<file path="src/hdl/ext_bus_map.vh">
`ifndef EXT_BUS_MAP_VH
`define EXT_BUS_MAP_VH
// Basic cycle: setup, strobe, end clocks
`define BASE_CYCLE_CLKS   4'h3
// Largest automatic wait count
`define MAX_AUTO_WAIT     4'hf
// Length of one external wait pair
`define EXT_WAIT_PAIR     2'h2
// Reset value of latch width select
`define LATCH_SEL_RESET   2'h1
// Latch width select field values
`define LATCH_SEL_NONE    2'h0
// Recovery field codes: 0, 1, 2, 4 clocks
`define RCV_CODE_0        2'h0
`define RCV_CODE_1        2'h1
`define RCV_CODE_2        2'h2
`define RCV_CODE_4        2'h3
// Number of address blocks
`define NUM_BLOCKS        3'h6
`endif

</file>
<file path="src/hdl/ext_bus_seq.v">
`include "ext_bus_map.vh"

// Function
// - Basic external cycle is three clocks
// - Cycles run directly on system clock
// - Per block auto wait zero to 15
// - External wait adds clock pairs while held, if two or more automatic waits
// - Sample wait before auto and pair end
// - Ready select inverts wait pin sense
// - Separate mode: no latch, strobe delay select
// - Latch timing global, not per block
// - Multiplexed latch strobe 1-4 clocks, default 2
// - High address pins, low address shares data
// - Read/write recovery of 0,1,2,4 clocks
// - Chip select recovery of 0 or 1
// - Internal access: hold address, float data
// - Sample request only at cycle boundaries
// - Grant after cycle, float bus pins
// - Pull-ups on direction, high write, selects
// - Only final sized cycle is boundary
// - Request during recovery waits next cycle
// - Internal accesses proceed, external stalls
// - Request high: drop grant, resume driving
module ext_bus_seq (
   input  wire        clk,
   input  wire        nrst,
   // Static configuration
   input  wire        mux_mode,
   input  wire [1:0]  latch_width_select,
   input  wire [23:0] cfg_block_wait_count,
   input  wire [5:0]  cfg_block_ext_wait_en,
   input  wire [11:0] cfg_block_read_recovery,
   input  wire [11:0] cfg_block_write_recovery,
   input  wire [5:0]  cfg_block_cs_recovery,
   input  wire        wait_pin_ready_select,
   // Request from the internal bus, held until done
   input  wire        req_valid,
   input  wire        req_external,
   input  wire        req_write,
   input  wire        req_last,
   input  wire [2:0]  req_block,
   input  wire [23:0] req_addr,
   input  wire [15:0] req_wdata,
   // Pins from outside, not yet synchronised
   input  wire        wait_pin_i,
   input  wire        ext_master_request_n,
   input  wire [15:0] ad_i,
   // Answer to the internal bus
   output reg         req_ready,
   output reg  [15:0] rdata,
   output reg         rdata_valid,
   // External bus pins and their drive enables
   output reg  [23:0] addr_o,
   output reg         addr_oe_n,
   output reg  [15:0] ad_o,
   output reg         ad_oe_n,
   output reg         rd_n,
   output reg         wr_n,
   output reg         ctrl_oe_n,
   output reg         ale,
   output reg         chip_select_n,
   output reg         pullup_en,
   output reg         ext_master_grant_n,
   output reg         bus_active
);

   // One-hot sequencer states. A cycle runs IDLE, then LATCH in
   // multiplexed mode or SETUP in separate mode unless latch select is zero, then AUTO for the
   // strobe and automatic waits, EXT for external wait pairs, and END.
   // RCV holds dummy clocks between cycles; GRANT lends the bus out.
   // One code per state; each decode still compares the full eight-bit code.
   localparam [7:0] S_IDLE  = 8'h01;
   localparam [7:0] S_LATCH = 8'h02;
   localparam [7:0] S_SETUP = 8'h04;
   localparam [7:0] S_AUTO  = 8'h08;
   localparam [7:0] S_EXT   = 8'h10;
   localparam [7:0] S_END   = 8'h20;
   localparam [7:0] S_RCV   = 8'h40;
   localparam [7:0] S_GRANT = 8'h80;

   // Registered context of the cycle in flight; taken at the
   // request so later changes on the request lines do no harm
   reg  [7:0]  state_q;           // Sequencer state
   reg  [3:0]  cnt_q;             // Phase counter
   reg         write_q;           // Current cycle direction
   reg         last_q;            // Current cycle ends transfer
   reg  [2:0]  blk_q;             // Current block
   reg  [15:0] wdata_q;           // Captured write data
   reg  [2:0]  rcv_q;             // Remaining recovery clocks
   reg         wait_s1_q;         // Wait pin sync stage 1
   reg         wait_s2_q;         // Wait pin sync stage 2
   reg         brq_s1_q;          // Request sync stage 1
   reg         brq_s2_q;          // Request sync stage 2
   reg         hold_req_q;        // Grant pending after next cycle

   // Settings of the block being served; the block index is held
   // for the whole cycle, so these stay still while it runs
   wire        ext_wait;          // Active-high wait, after pin sense
   wire [3:0]  auto_w;            // Block auto wait count
   wire        ext_en;            // Block external wait enable
   wire [1:0]  rcv_code;          // Block recovery code
   wire [2:0]  rcv_clks;          // Recovery in clocks
   wire [3:0]  latch_clks;        // Multiplexed latch width
   wire        blk_ok;            // Block index in range
   wire        bound;             // Cycle boundary for arbitration

   // Ready input is the inverse of wait
   assign ext_wait = wait_pin_ready_select ? ~wait_s2_q : wait_s2_q;
   // Block numbers past the last block read as all-zero settings
   assign blk_ok   = (blk_q < `NUM_BLOCKS);
   // Per-block fields picked by the held block index
   assign auto_w   = blk_ok ? cfg_block_wait_count[blk_q*4 +: 4] : 4'h0;
   assign ext_en   = blk_ok ? cfg_block_ext_wait_en[blk_q] : 1'b0;
   assign rcv_code = !blk_ok ? 2'h0 : write_q ?
                     cfg_block_write_recovery[blk_q*2 +: 2] :
                     cfg_block_read_recovery[blk_q*2 +: 2];
   // Recovery decode, plus chip select recovery clock
   assign rcv_clks = ((rcv_code == `RCV_CODE_4) ? 3'h4 : {1'b0, rcv_code})
                     + {2'h0, blk_ok & cfg_block_cs_recovery[blk_q]};
   // Global latch width 1..4 clocks, field is width minus one
   assign latch_clks = {2'h0, latch_width_select} + 4'h1;
   // Boundary only at end of last sized cycle
   assign bound = (state_q == S_END) && last_q;

   // Two-flop synchronisers for outside pins; only the second stage
   // is read. Request resets negated so no grant follows reset.
   // Wait stages reset low, which reads as inactive only with ready select off.
   always @(posedge clk) begin
      if (!nrst) begin
         wait_s1_q <= 1'b0;
         wait_s2_q <= 1'b0;
         brq_s1_q  <= 1'b1;
         brq_s2_q  <= 1'b1;
      end else begin
         wait_s1_q <= wait_pin_i;
         wait_s2_q <= wait_s1_q;
         brq_s1_q  <= ext_master_request_n;
         brq_s2_q  <= brq_s1_q;
      end
   end

   // Main sequencer, one step per system clock
   // All pin outputs are registered here, so each pin changes one
   // clock after the state that asks for it. Strobes and select
   // are raised together in END, which closes the cycle cleanly.
   always @(posedge clk) begin
      if (!nrst) begin
         state_q            <= S_IDLE;
         cnt_q              <= 4'h0;
         write_q            <= 1'b0;
         last_q             <= 1'b1;
         blk_q              <= 3'h0;
         wdata_q            <= 16'h0000;
         rcv_q              <= 3'h0;
         hold_req_q         <= 1'b0;
         req_ready          <= 1'b0;
         rdata              <= 16'h0000;
         rdata_valid        <= 1'b0;
         addr_o             <= 24'h000000;
         addr_oe_n          <= 1'b0;
         ad_o               <= 16'h0000;
         ad_oe_n            <= 1'b1;
         rd_n               <= 1'b1;
         wr_n               <= 1'b1;
         ctrl_oe_n          <= 1'b0;
         ale                <= 1'b0;
         chip_select_n      <= 1'b1;
         pullup_en          <= 1'b0;
         ext_master_grant_n <= 1'b1;
         bus_active         <= 1'b0;
      end else begin
         // Done and data-valid pulses last one clock
         req_ready   <= 1'b0;
         rdata_valid <= 1'b0;
         case (state_q)
            // Idle: accept internal or external request
            S_IDLE: begin
               // A request seen in recovery is served at the end of
               // the next cycle; the marker is dropped here in any case
               // so a request withdrawn meanwhile cannot block later
               if (hold_req_q) begin
                  // Pending request from recovery time
                  hold_req_q <= 1'b0;
               end
               if (req_valid && !req_ready) begin
                  if (!req_external) begin
                     // Internal access: address held, data lines floated
                     req_ready <= 1'b1;
                     ad_oe_n   <= 1'b1;
                  end else begin
                     // External access: capture the request
                     bus_active    <= 1'b1;
                     write_q       <= req_write;
                     last_q        <= req_last;
                     blk_q         <= req_block;
                     wdata_q       <= req_wdata;
                     addr_o        <= req_addr;
                     chip_select_n <= 1'b0;
                     cnt_q         <= 4'h1;
                     if (mux_mode) begin
                        // Low address on shared pins
                        ad_o    <= req_addr[15:0];
                        ad_oe_n <= 1'b0;
                        ale     <= 1'b1;
                        state_q <= S_LATCH;
                     end else if (latch_width_select ==
                                  `LATCH_SEL_NONE) begin
                        // Strobe with address, no latch
                        state_q <= S_AUTO;
                        cnt_q   <= 4'h0;
                        rd_n    <= req_write;
                        wr_n    <= ~req_write;
                        ad_o    <= req_wdata;
                        ad_oe_n <= ~req_write;
                     end else begin
                        state_q <= S_SETUP;
                     end
                  end
               end
            end
            // Multiplexed latch strobe held for the chosen width
            S_LATCH: begin
               // Address stays on the shared lines while latch is high
               if (cnt_q >= latch_clks) begin
                  // Latch done: turn the shared lines over to data
                  ale     <= 1'b0;
                  ad_o    <= wdata_q;
                  ad_oe_n <= ~write_q;
                  rd_n    <= write_q;
                  wr_n    <= ~write_q;
                  cnt_q   <= 4'h0;
                  state_q <= S_AUTO;
               end else begin
                  cnt_q <= cnt_q + 4'h1;
               end
            end
            // Separate mode: one clock from address to strobe
            // Gives slow devices an address setup clock before the
            // strobe; write data goes out with the strobe
            S_SETUP: begin
               rd_n    <= write_q;
               wr_n    <= ~write_q;
               ad_o    <= wdata_q;
               ad_oe_n <= ~write_q;
               cnt_q   <= 4'h0;
               state_q <= S_AUTO;
            end
            // Strobe clock plus automatic waits
            S_AUTO: begin
               // The counter covers the strobe clock, then one count
               // per automatic wait; with END the strobe lasts waits plus two
               if (cnt_q >= auto_w) begin
                  // Wait sampled at end of automatic waits
                  // Fewer than two automatic waits leave the pin no
                  // time through its synchroniser, so it is ignored
                  if (ext_en && ext_wait && auto_w >= 4'h2) begin
                     // Pair starts at zero so each pair is two clocks
                     cnt_q   <= 4'h0;
                     state_q <= S_EXT;
                  end else begin
                     state_q <= S_END;
                  end
               end else begin
                  cnt_q <= cnt_q + 4'h1;
               end
            end
            // External wait pair, resampled before it ends
            S_EXT: begin
               // First clock of a pair only counts; the second looks
               // at the pin and either starts a new pair or ends
               if (cnt_q == 4'h0) begin
                  cnt_q <= 4'h1;
               end else if (ext_wait) begin
                  cnt_q <= 4'h0;
               end else begin
                  state_q <= S_END;
               end
            end
            // Final clock: strobes off, read data taken
            S_END: begin
               // Read data is taken while the strobe still stands on
               // the pins; strobes, select and data drive all end here
               // and the done pulse goes out on the same edge
               rd_n          <= 1'b1;
               wr_n          <= 1'b1;
               chip_select_n <= 1'b1;
               ad_oe_n       <= 1'b1;
               rdata         <= ad_i;
               rdata_valid   <= ~write_q;
               req_ready     <= 1'b1;
               bus_active    <= 1'b0;
               if (bound && !brq_s2_q && !hold_req_q) begin
                  // Grant at boundary, float pins
                  state_q            <= S_GRANT;
                  ext_master_grant_n <= 1'b0;
                  addr_oe_n          <= 1'b1;
                  ctrl_oe_n          <= 1'b1;
                  pullup_en          <= 1'b1;
               end else if (rcv_clks != 3'h0) begin
                  // No grant: dummy clocks if the block asks for them
                  rcv_q   <= rcv_clks;
                  state_q <= S_RCV;
               end else begin
                  state_q <= S_IDLE;
               end
            end
            // Recovery dummy clocks
            S_RCV: begin
               // Next cycle already queued, so a request seen here
               // waits for that cycle to finish
               if (!brq_s2_q) begin
                  hold_req_q <= 1'b1;
               end
               if (rcv_q <= 3'h1) begin
                  state_q <= S_IDLE;
               end else begin
                  rcv_q <= rcv_q - 3'h1;
               end
            end
            // Bus lent out; external use stalls
            S_GRANT: begin
               // Pins stay floated with pull-ups on until the master
               // lets go; internal accesses are still answered, while
               // an external one waits here without an answer
               if (brq_s2_q) begin
                  ext_master_grant_n <= 1'b1;
                  addr_oe_n          <= 1'b0;
                  ctrl_oe_n          <= 1'b0;
                  pullup_en          <= 1'b0;
                  state_q            <= S_IDLE;
               end else if (req_valid && !req_external && !req_ready) begin
                  req_ready <= 1'b1;
               end
            end
            default: begin
               // Stray codes fall back to idle
               state_q <= S_IDLE;
            end
         endcase
      end
   end

endmodule // ext_bus_seq

</file>
<file path="config.mk">
export PLATFORM = sky130hd
export DESIGN_NAME = ext_bus_seq
export DESIGN_NICKNAME = d
export VERILOG_FILES = /design/src/hdl/ext_bus_seq.v
export VERILOG_INCLUDE_DIRS = /design/src /design/src/hdl
export SDC_FILE = /design/constraint.sdc
export NUM_CORES = 1
export LEC_CHECK = 0
export ABC_CLOCK_PERIOD_IN_PS = 3600
export BUFFER_PORTS_ARGS = -buffer_cell sky130_fd_sc_hd__buf_2
export CAP_MARGIN = 15
export CORE_MARGIN = 8
export CORE_UTILIZATION = 40
export CTS_CLUSTER_SIZE = 20
export DETAILED_ROUTE_END_ITERATION = 10
export PLACE_DENSITY = 0.68
export SLEW_MARGIN = 20
export SYNTH_ARGS = -nofsm -noshare
export SYNTH_HDL_FRONTEND = slang
export SYNTH_SLANG_ARGS = --single-unit
</file>
<file path="constraint.sdc">
create_clock -name clk -period 3.6 [get_ports clk]
set_clock_uncertainty 0.2 [all_clocks]
set_input_delay 0.72 -clock clk [delete_from_list [all_inputs] [get_ports clk]]
set_output_delay 0.72 -clock clk [all_outputs]
set_load 0.05 [all_outputs]
</file>
# Yosys cells after proc, flatten, opt, wreduce, memory -nomap -nowiden
# Cells that the tools add are included.
# Widths: inputs -> output; s select.
[classes]
addsub = 4
n_lt_le_gt_ge = 6
n_eq_ne = 29
shift = 3
mux = 84
n_bitwise = 4
reduce_logical = 35
[ops]
columns = ["op", "n"]
rows = [
  ["$mux 16", 5],
  ["$mux 8", 9],
  ["$pmux 8 s8", 1],
  ["$pmux 16 s3", 1],
  ["$mux 4", 10],
  ["$mux 1", 36],
  ["$ne 2x2->1 const B", 14],
  ["$shiftx 12x5->2", 2],
  ["$shiftx 24x6->4", 1],
  ["$pmux 4 s5", 1],
  ["$reduce_and 5->1", 3],
  ["$mux 3", 4],
  ["$pmux 1 s2", 6],
  ["$pmux 1 s4", 3],
  ["$reduce_bool 2->1", 5],
  ["$ne 3x3->1 const B", 3],
  ["$reduce_and 3->1", 3],
  ["$eq 8x1->1 const B", 1],
  ["$eq 8x2->1 const B", 1],
  ["$eq 8x3->1 const B", 1],
  ["$eq 8x4->1 const B", 1],
  ["$eq 8x5->1 const B", 1],
  ["$eq 8x6->1 const B", 1],
  ["$eq 8x7->1 const B", 1],
  ["33 further kinds", 51],
]
[totals]
register_bits = 107
wordCells = 190

# Longest topological paths before layout
[depth]
ltp_word = 10
depth_mapped = 12
depth_no_buf = 10

# Least setup slack after synthesis
# No wires, ideal clock.
[synth_path]
path_type = "flip-flop to flip-flop"
start = "register blk_q[0]"
end = "register cnt_q[2]"
setup_ns = 0.091
t_arrival_ns = 3.251
t_required_ns = 3.309
setup_slack_ns = 0.058
stages_incl_launch_ff = 13
n_path_buf = 2
period_less_slack_ns = 3.542
cell_sequence = "dfxtp_1 -> buf_2 -> buf_1 -> mux4_2 -> inv_1 -> o22ai_1 -> ha_1 -> nand2b_1 -> a211oi_1 -> o211ai_1 -> nor4b_2 -> a311oi_2 -> a311oi_1"
[synth_between]
elab_chain_cells = 7
[synth_rtl]
columns = ["item", "line", "text"]
rows = [
  ["from (decl)", "ext_bus_seq.v:87", "reg [2:0] blk_q;"],
  ["from (signal assigned)", "ext_bus_seq.v:195", "blk_q <= req_block;"],
  ["parallel branches: the longest is 7 deep, another holds $ge 4x2->1", "n/a", ""],
  ["to (signal assigned)", "ext_bus_seq.v:234", "cnt_q <= cnt_q + 4'h1;"],
  ["to (signal assigned)", "ext_bus_seq.v:264", "cnt_q <= cnt_q + 4'h1;"],
  ["to (decl)", "ext_bus_seq.v:84", "reg [3:0] cnt_q;"],
]
# Several ways; the timed one is not identified. The select of a mux whose other input is x is not followed.
# A chain may end at the register's enable or synchronous reset.

# Worst setup path in the final report
[layout_path]
start = "register write_q"
end = "register rcv_q[2]"
[layout_between]
elab_chain_cells = 8
[layout_rtl]
columns = ["item", "line", "text"]
rows = [
  ["from (decl)", "ext_bus_seq.v:85", "reg write_q;"],
  ["from (signal assigned)", "ext_bus_seq.v:193", "write_q <= req_write;"],
  ["$mux 2 * (2 in a row)", "ext_bus_seq.v:114", "assign rcv_code = !blk_ok ? 2'h0 : write_q ?"],
  ["$eq 2x2->1 (no source line)", "n/a", ""],
  ["$mux 3 *", "ext_bus_seq.v:118", "assign rcv_clks = ((rcv_code == `RCV_CODE_4) ? 3'h4 : {1'b0, rcv_code})"],
  ["$add 3x1->3 *", "ext_bus_seq.v:118", ""],
  ["$reduce_bool 3->1 / $mux 3 (equally long branches)", "ext_bus_seq.v:299", "end else if (rcv_clks != 3'h0) begin"],
  ["$ne 2x1->1 (no source line) / $mux 3 (equally long branches)", "n/a", ""],
  ["$reduce_and 4->1 (no source line) / $pmux 3 s2 (equally long branches)", "n/a", ""],
  ["to (signal assigned)", "ext_bus_seq.v:301", "rcv_q <= rcv_clks;"],
  ["to (signal assigned)", "ext_bus_seq.v:317", "rcv_q <= rcv_q - 3'h1;"],
  ["to (decl)", "ext_bus_seq.v:89", "reg [2:0] rcv_q;"],
]
# Every way passes the cells marked *; elsewhere a longest branch is shown, timed or not. The select of a mux whose other input is x is not followed.

==> impl_results.md <==
* Status: finished clean
* Switching power total at 1791 uW
* Reg2reg path depth at 10
* Commonest non-fill, non-tap cell in the layout: buf_2
* DIE AREA at 17520 um2
* IO Count at 199
* Worst skew pair latency at 350 ps
* Vert. Die Dim at 132.4 um
* Synth Flop Type: dfxtp_1
* Post-DP Area at 6608 um2
* Critical Path Most Common Cell: nand2b_1
* EDFF count, synth at 0
* DR vias at 5300
* Final setup fails at 0
* Filler cells at 1345
* Final instance area at 6930 um2
* YS warnings at 0
* Final min period at 3301 ps
* Placed cell count at 1022
* Slowest Stage Delay on Critical Path at 540 ps
* Proportion of layout cells with a drive suffix above 1 at 29.47%
* Register area share after synthesis at 39.56%
* # nets final at 1002
* Post-cts sizing count at 0
* Most frequent cells in the layout: 198 x buf_2, 156 x nand2_1, 107 x dfxtp_1
* Largest net degree at the start of global routing at 48
* Initial core utilization at 40.89%
* RSZ-0062 raised after global routing: false
* Non-Filler Instances at 1039
* P_int at 2544 uW
* Root Buffer: clkbuf_16
* Worst IR Drop VDD at 531.9 uV
* Switching Share at 41.31%
* Clock power share at 24.2%
* Final hold violation count at 0
* Reg2reg end: rcv_q[2]
* Final GP Congestion at 0.8458
* Synthesized area at 5415 um2
* FP Rows at 42
* Pwr per Cell Area at 625.4 nW/um2
* Hold WC Path Type: reg -> reg
* Slew @ Worst Pin at 870.2 ps
* Layout area overhead at 27.98%
* WL/cell at 15.79 um
* Synth unique cells at 58
* Vias in the first global route at 5229
* CTS tree: yes
* Reg area at 2142 um2
* Uppermost layer routed: met4
* Critical Path Sink: rcv_q[2]
* FF+latch count, synth at 107
* Crit path max fanout at 6
* Crit share post-route at 91.70%
* Die width at 132.4 um
* CP startpoint: write_q
* CTS Sinks at 107
* Async SR Flop Fraction at 0%
* Required @ worst endpoint at 3660 ps
* Sequential power share at 34.2%
* CTS Buf Count at 9
* Vias per inst at 5.101
* R2r startpoint: write_q
* Clk slew on worst S/H paths at 80 ps
* Core Box Area at 13240 um2
* First-pass GRT wire length at 26.74 mm
* CP max-delay cell: mux4_2
* Combinational power share at 41.6%
* CTS H-Tree Depth at 3
* Port Buffers at 198
* Worst Setup Path Type: reg -> reg
* Wire length on met3 at 1.318 mm
* Slew HR at 41.90%
* Setup bufs post-CTS at 0
* DPL Wire Length at 12.24 mm
* Leakage power at 0.003049 uW
* Routed wl met2 at 7.944 mm
* Setup crit start kind: register
* Post-route antenna net violation count at 0
* # Max-Cap Violations at 0
* Cell breakdown of the critical path: mux4_2 -> nand2b_1 -> a21o_1 -> and2_1 -> ha_1 -> nand2b_1 -> a2111oi_0 -> mux2i_1 -> and3_1 -> o31ai_1
* Clock Tree Buf Depth at 2
* Fmax at 0.3029 GHz
* Post-synthesis cell count at 674
* Drc violations at 0
* Gr usage total at 18.36%
* Max-slew violation count at 0
* Initial antenna violation count at 1
* Drt pass-1 iters at 5
* M1 WL at 6.871 mm
* DR iter-0 viols at 235
* Crit path capture type: register
* Area of the multi-input gates at 3030 um2
* CTS Hold Bufs at 0
* Synth Net Count at 819
* Critical path arrival at 3360 ps
* R2R Setup Slk at 300 ps
* Avg Cell Area, Syn at 8.034 um2
* Setup TNS at 0 ps
* Post-Route WL at 16.41 mm
* Total design power at 4335 uW
* Grt ovf at 0
layer usage:
metal,up-vias,GRT usage (%)
li1,2692,-
met1,2427,20.37
met2,163,32.10
met3,18,6.936
met4,0,4.921
met5,-,0
area by class of cell:
| type | count | share of cell area, % |
|---|---|---|
| multi-input combinational | 506 | 43.73 |
| clock buffer | 10 | 3.448 |
| antenna | 1 | 0.03611 |
| timing repair buffer | 216 | 16.61 |
| sequential | 107 | 30.91 |
| tap | 176 | 3.177 |
| inverter | 17 | 0.9207 |
| clock inverter | 6 | 1.173 |
cell families after synthesis:
logic type | after synthesis | share of synthesized area (%)
buffers and inverters | 61 | 4.714
AOI/OAI and AO/OA | 149 | 15.87
and+or+nand+nor | 280 | 23.61
adders and majority gates | 14 | 3.235
xor gates and xnor gates | 3 | 0.4853
muxes | 60 | 12.52
DFF | 107 | 39.56
how the worst min path moves through the flow:
stage / end / startpoint / slack [ps] / depth (start not counted)
after floorplan: brq_s2_q / brq_s1_q / 190 / 1
after global placement: brq_s2_q / brq_s1_q / 200 / 1
after detailed placement: brq_s2_q / brq_s1_q / 200 / 1
after CTS: brq_s2_q / brq_s1_q / 220 / 1
after global routing: brq_s2_q / brq_s1_q / 250 / 1
final: brq_s2_q / brq_s1_q / 220 / 1
synthesized netlist by cell type, drive strengths merged, types with 4 or more instances:
cell type | n | area, um2
clkbuf | 32 | 120.1
nand3 | 6 | 30.03
nor2b | 5 | 31.28
or3 | 5 | 31.28
inv | 17 | 63.81
o31ai | 4 | 30.03
or4 | 4 | 33.78
buf | 12 | 71.32
and2 | 4 | 25.02
nor3 | 14 | 70.07
mux4 | 6 | 135.1
o21ai | 36 | 180.2
nor2 | 48 | 180.2
mux2i | 52 | 520.5
and3 | 5 | 31.28
ha | 14 | 175.2
a21oi | 78 | 390.4
nand2b | 16 | 100.1
dfxtp | 107 | 2142
o22ai | 7 | 43.79
nor3b | 6 | 50.05
nand2 | 156 | 585.6
power by group through the flow:
stage	clock network [uW]	logic [uW]	registers, uW
floorplan	0	935	1900
global placement	0	1800	1500
detailed placement	0	1810	1510
CTS	1080	1820	1480
global route	1130	1970	1500
finish	1050	1800	1480
worst max-delay path, delay by kind of cell, from the launching register on:
kind	cells	cell delay, ps
flops	1	520
compound gates	3	730
simple gates	4	700
fa+ha+maj	1	280
mux	2	780
flip-flops by register name (all words and copies together) (netlist names), 3 cells and up:
register and flops:
wdata_q 16, state_q 8, addr_o 24, rdata 16
rcv_q 3, blk_q 3, ad_o 16, cnt_q 4
through the flow:
stage	worst slack (ps)	utilization (%)	hold WS, ps
after floorplan	58.38	-	186.3
after global placement	92.19	49.90	195.5
after detailed placement	49.79	49.90	202.3
after CTS	267.2	52.31	219.0
after global routing	28.35	52.33	253.1
final	298.6	52.33	218.3
Power figures use the tool's default switching activity.
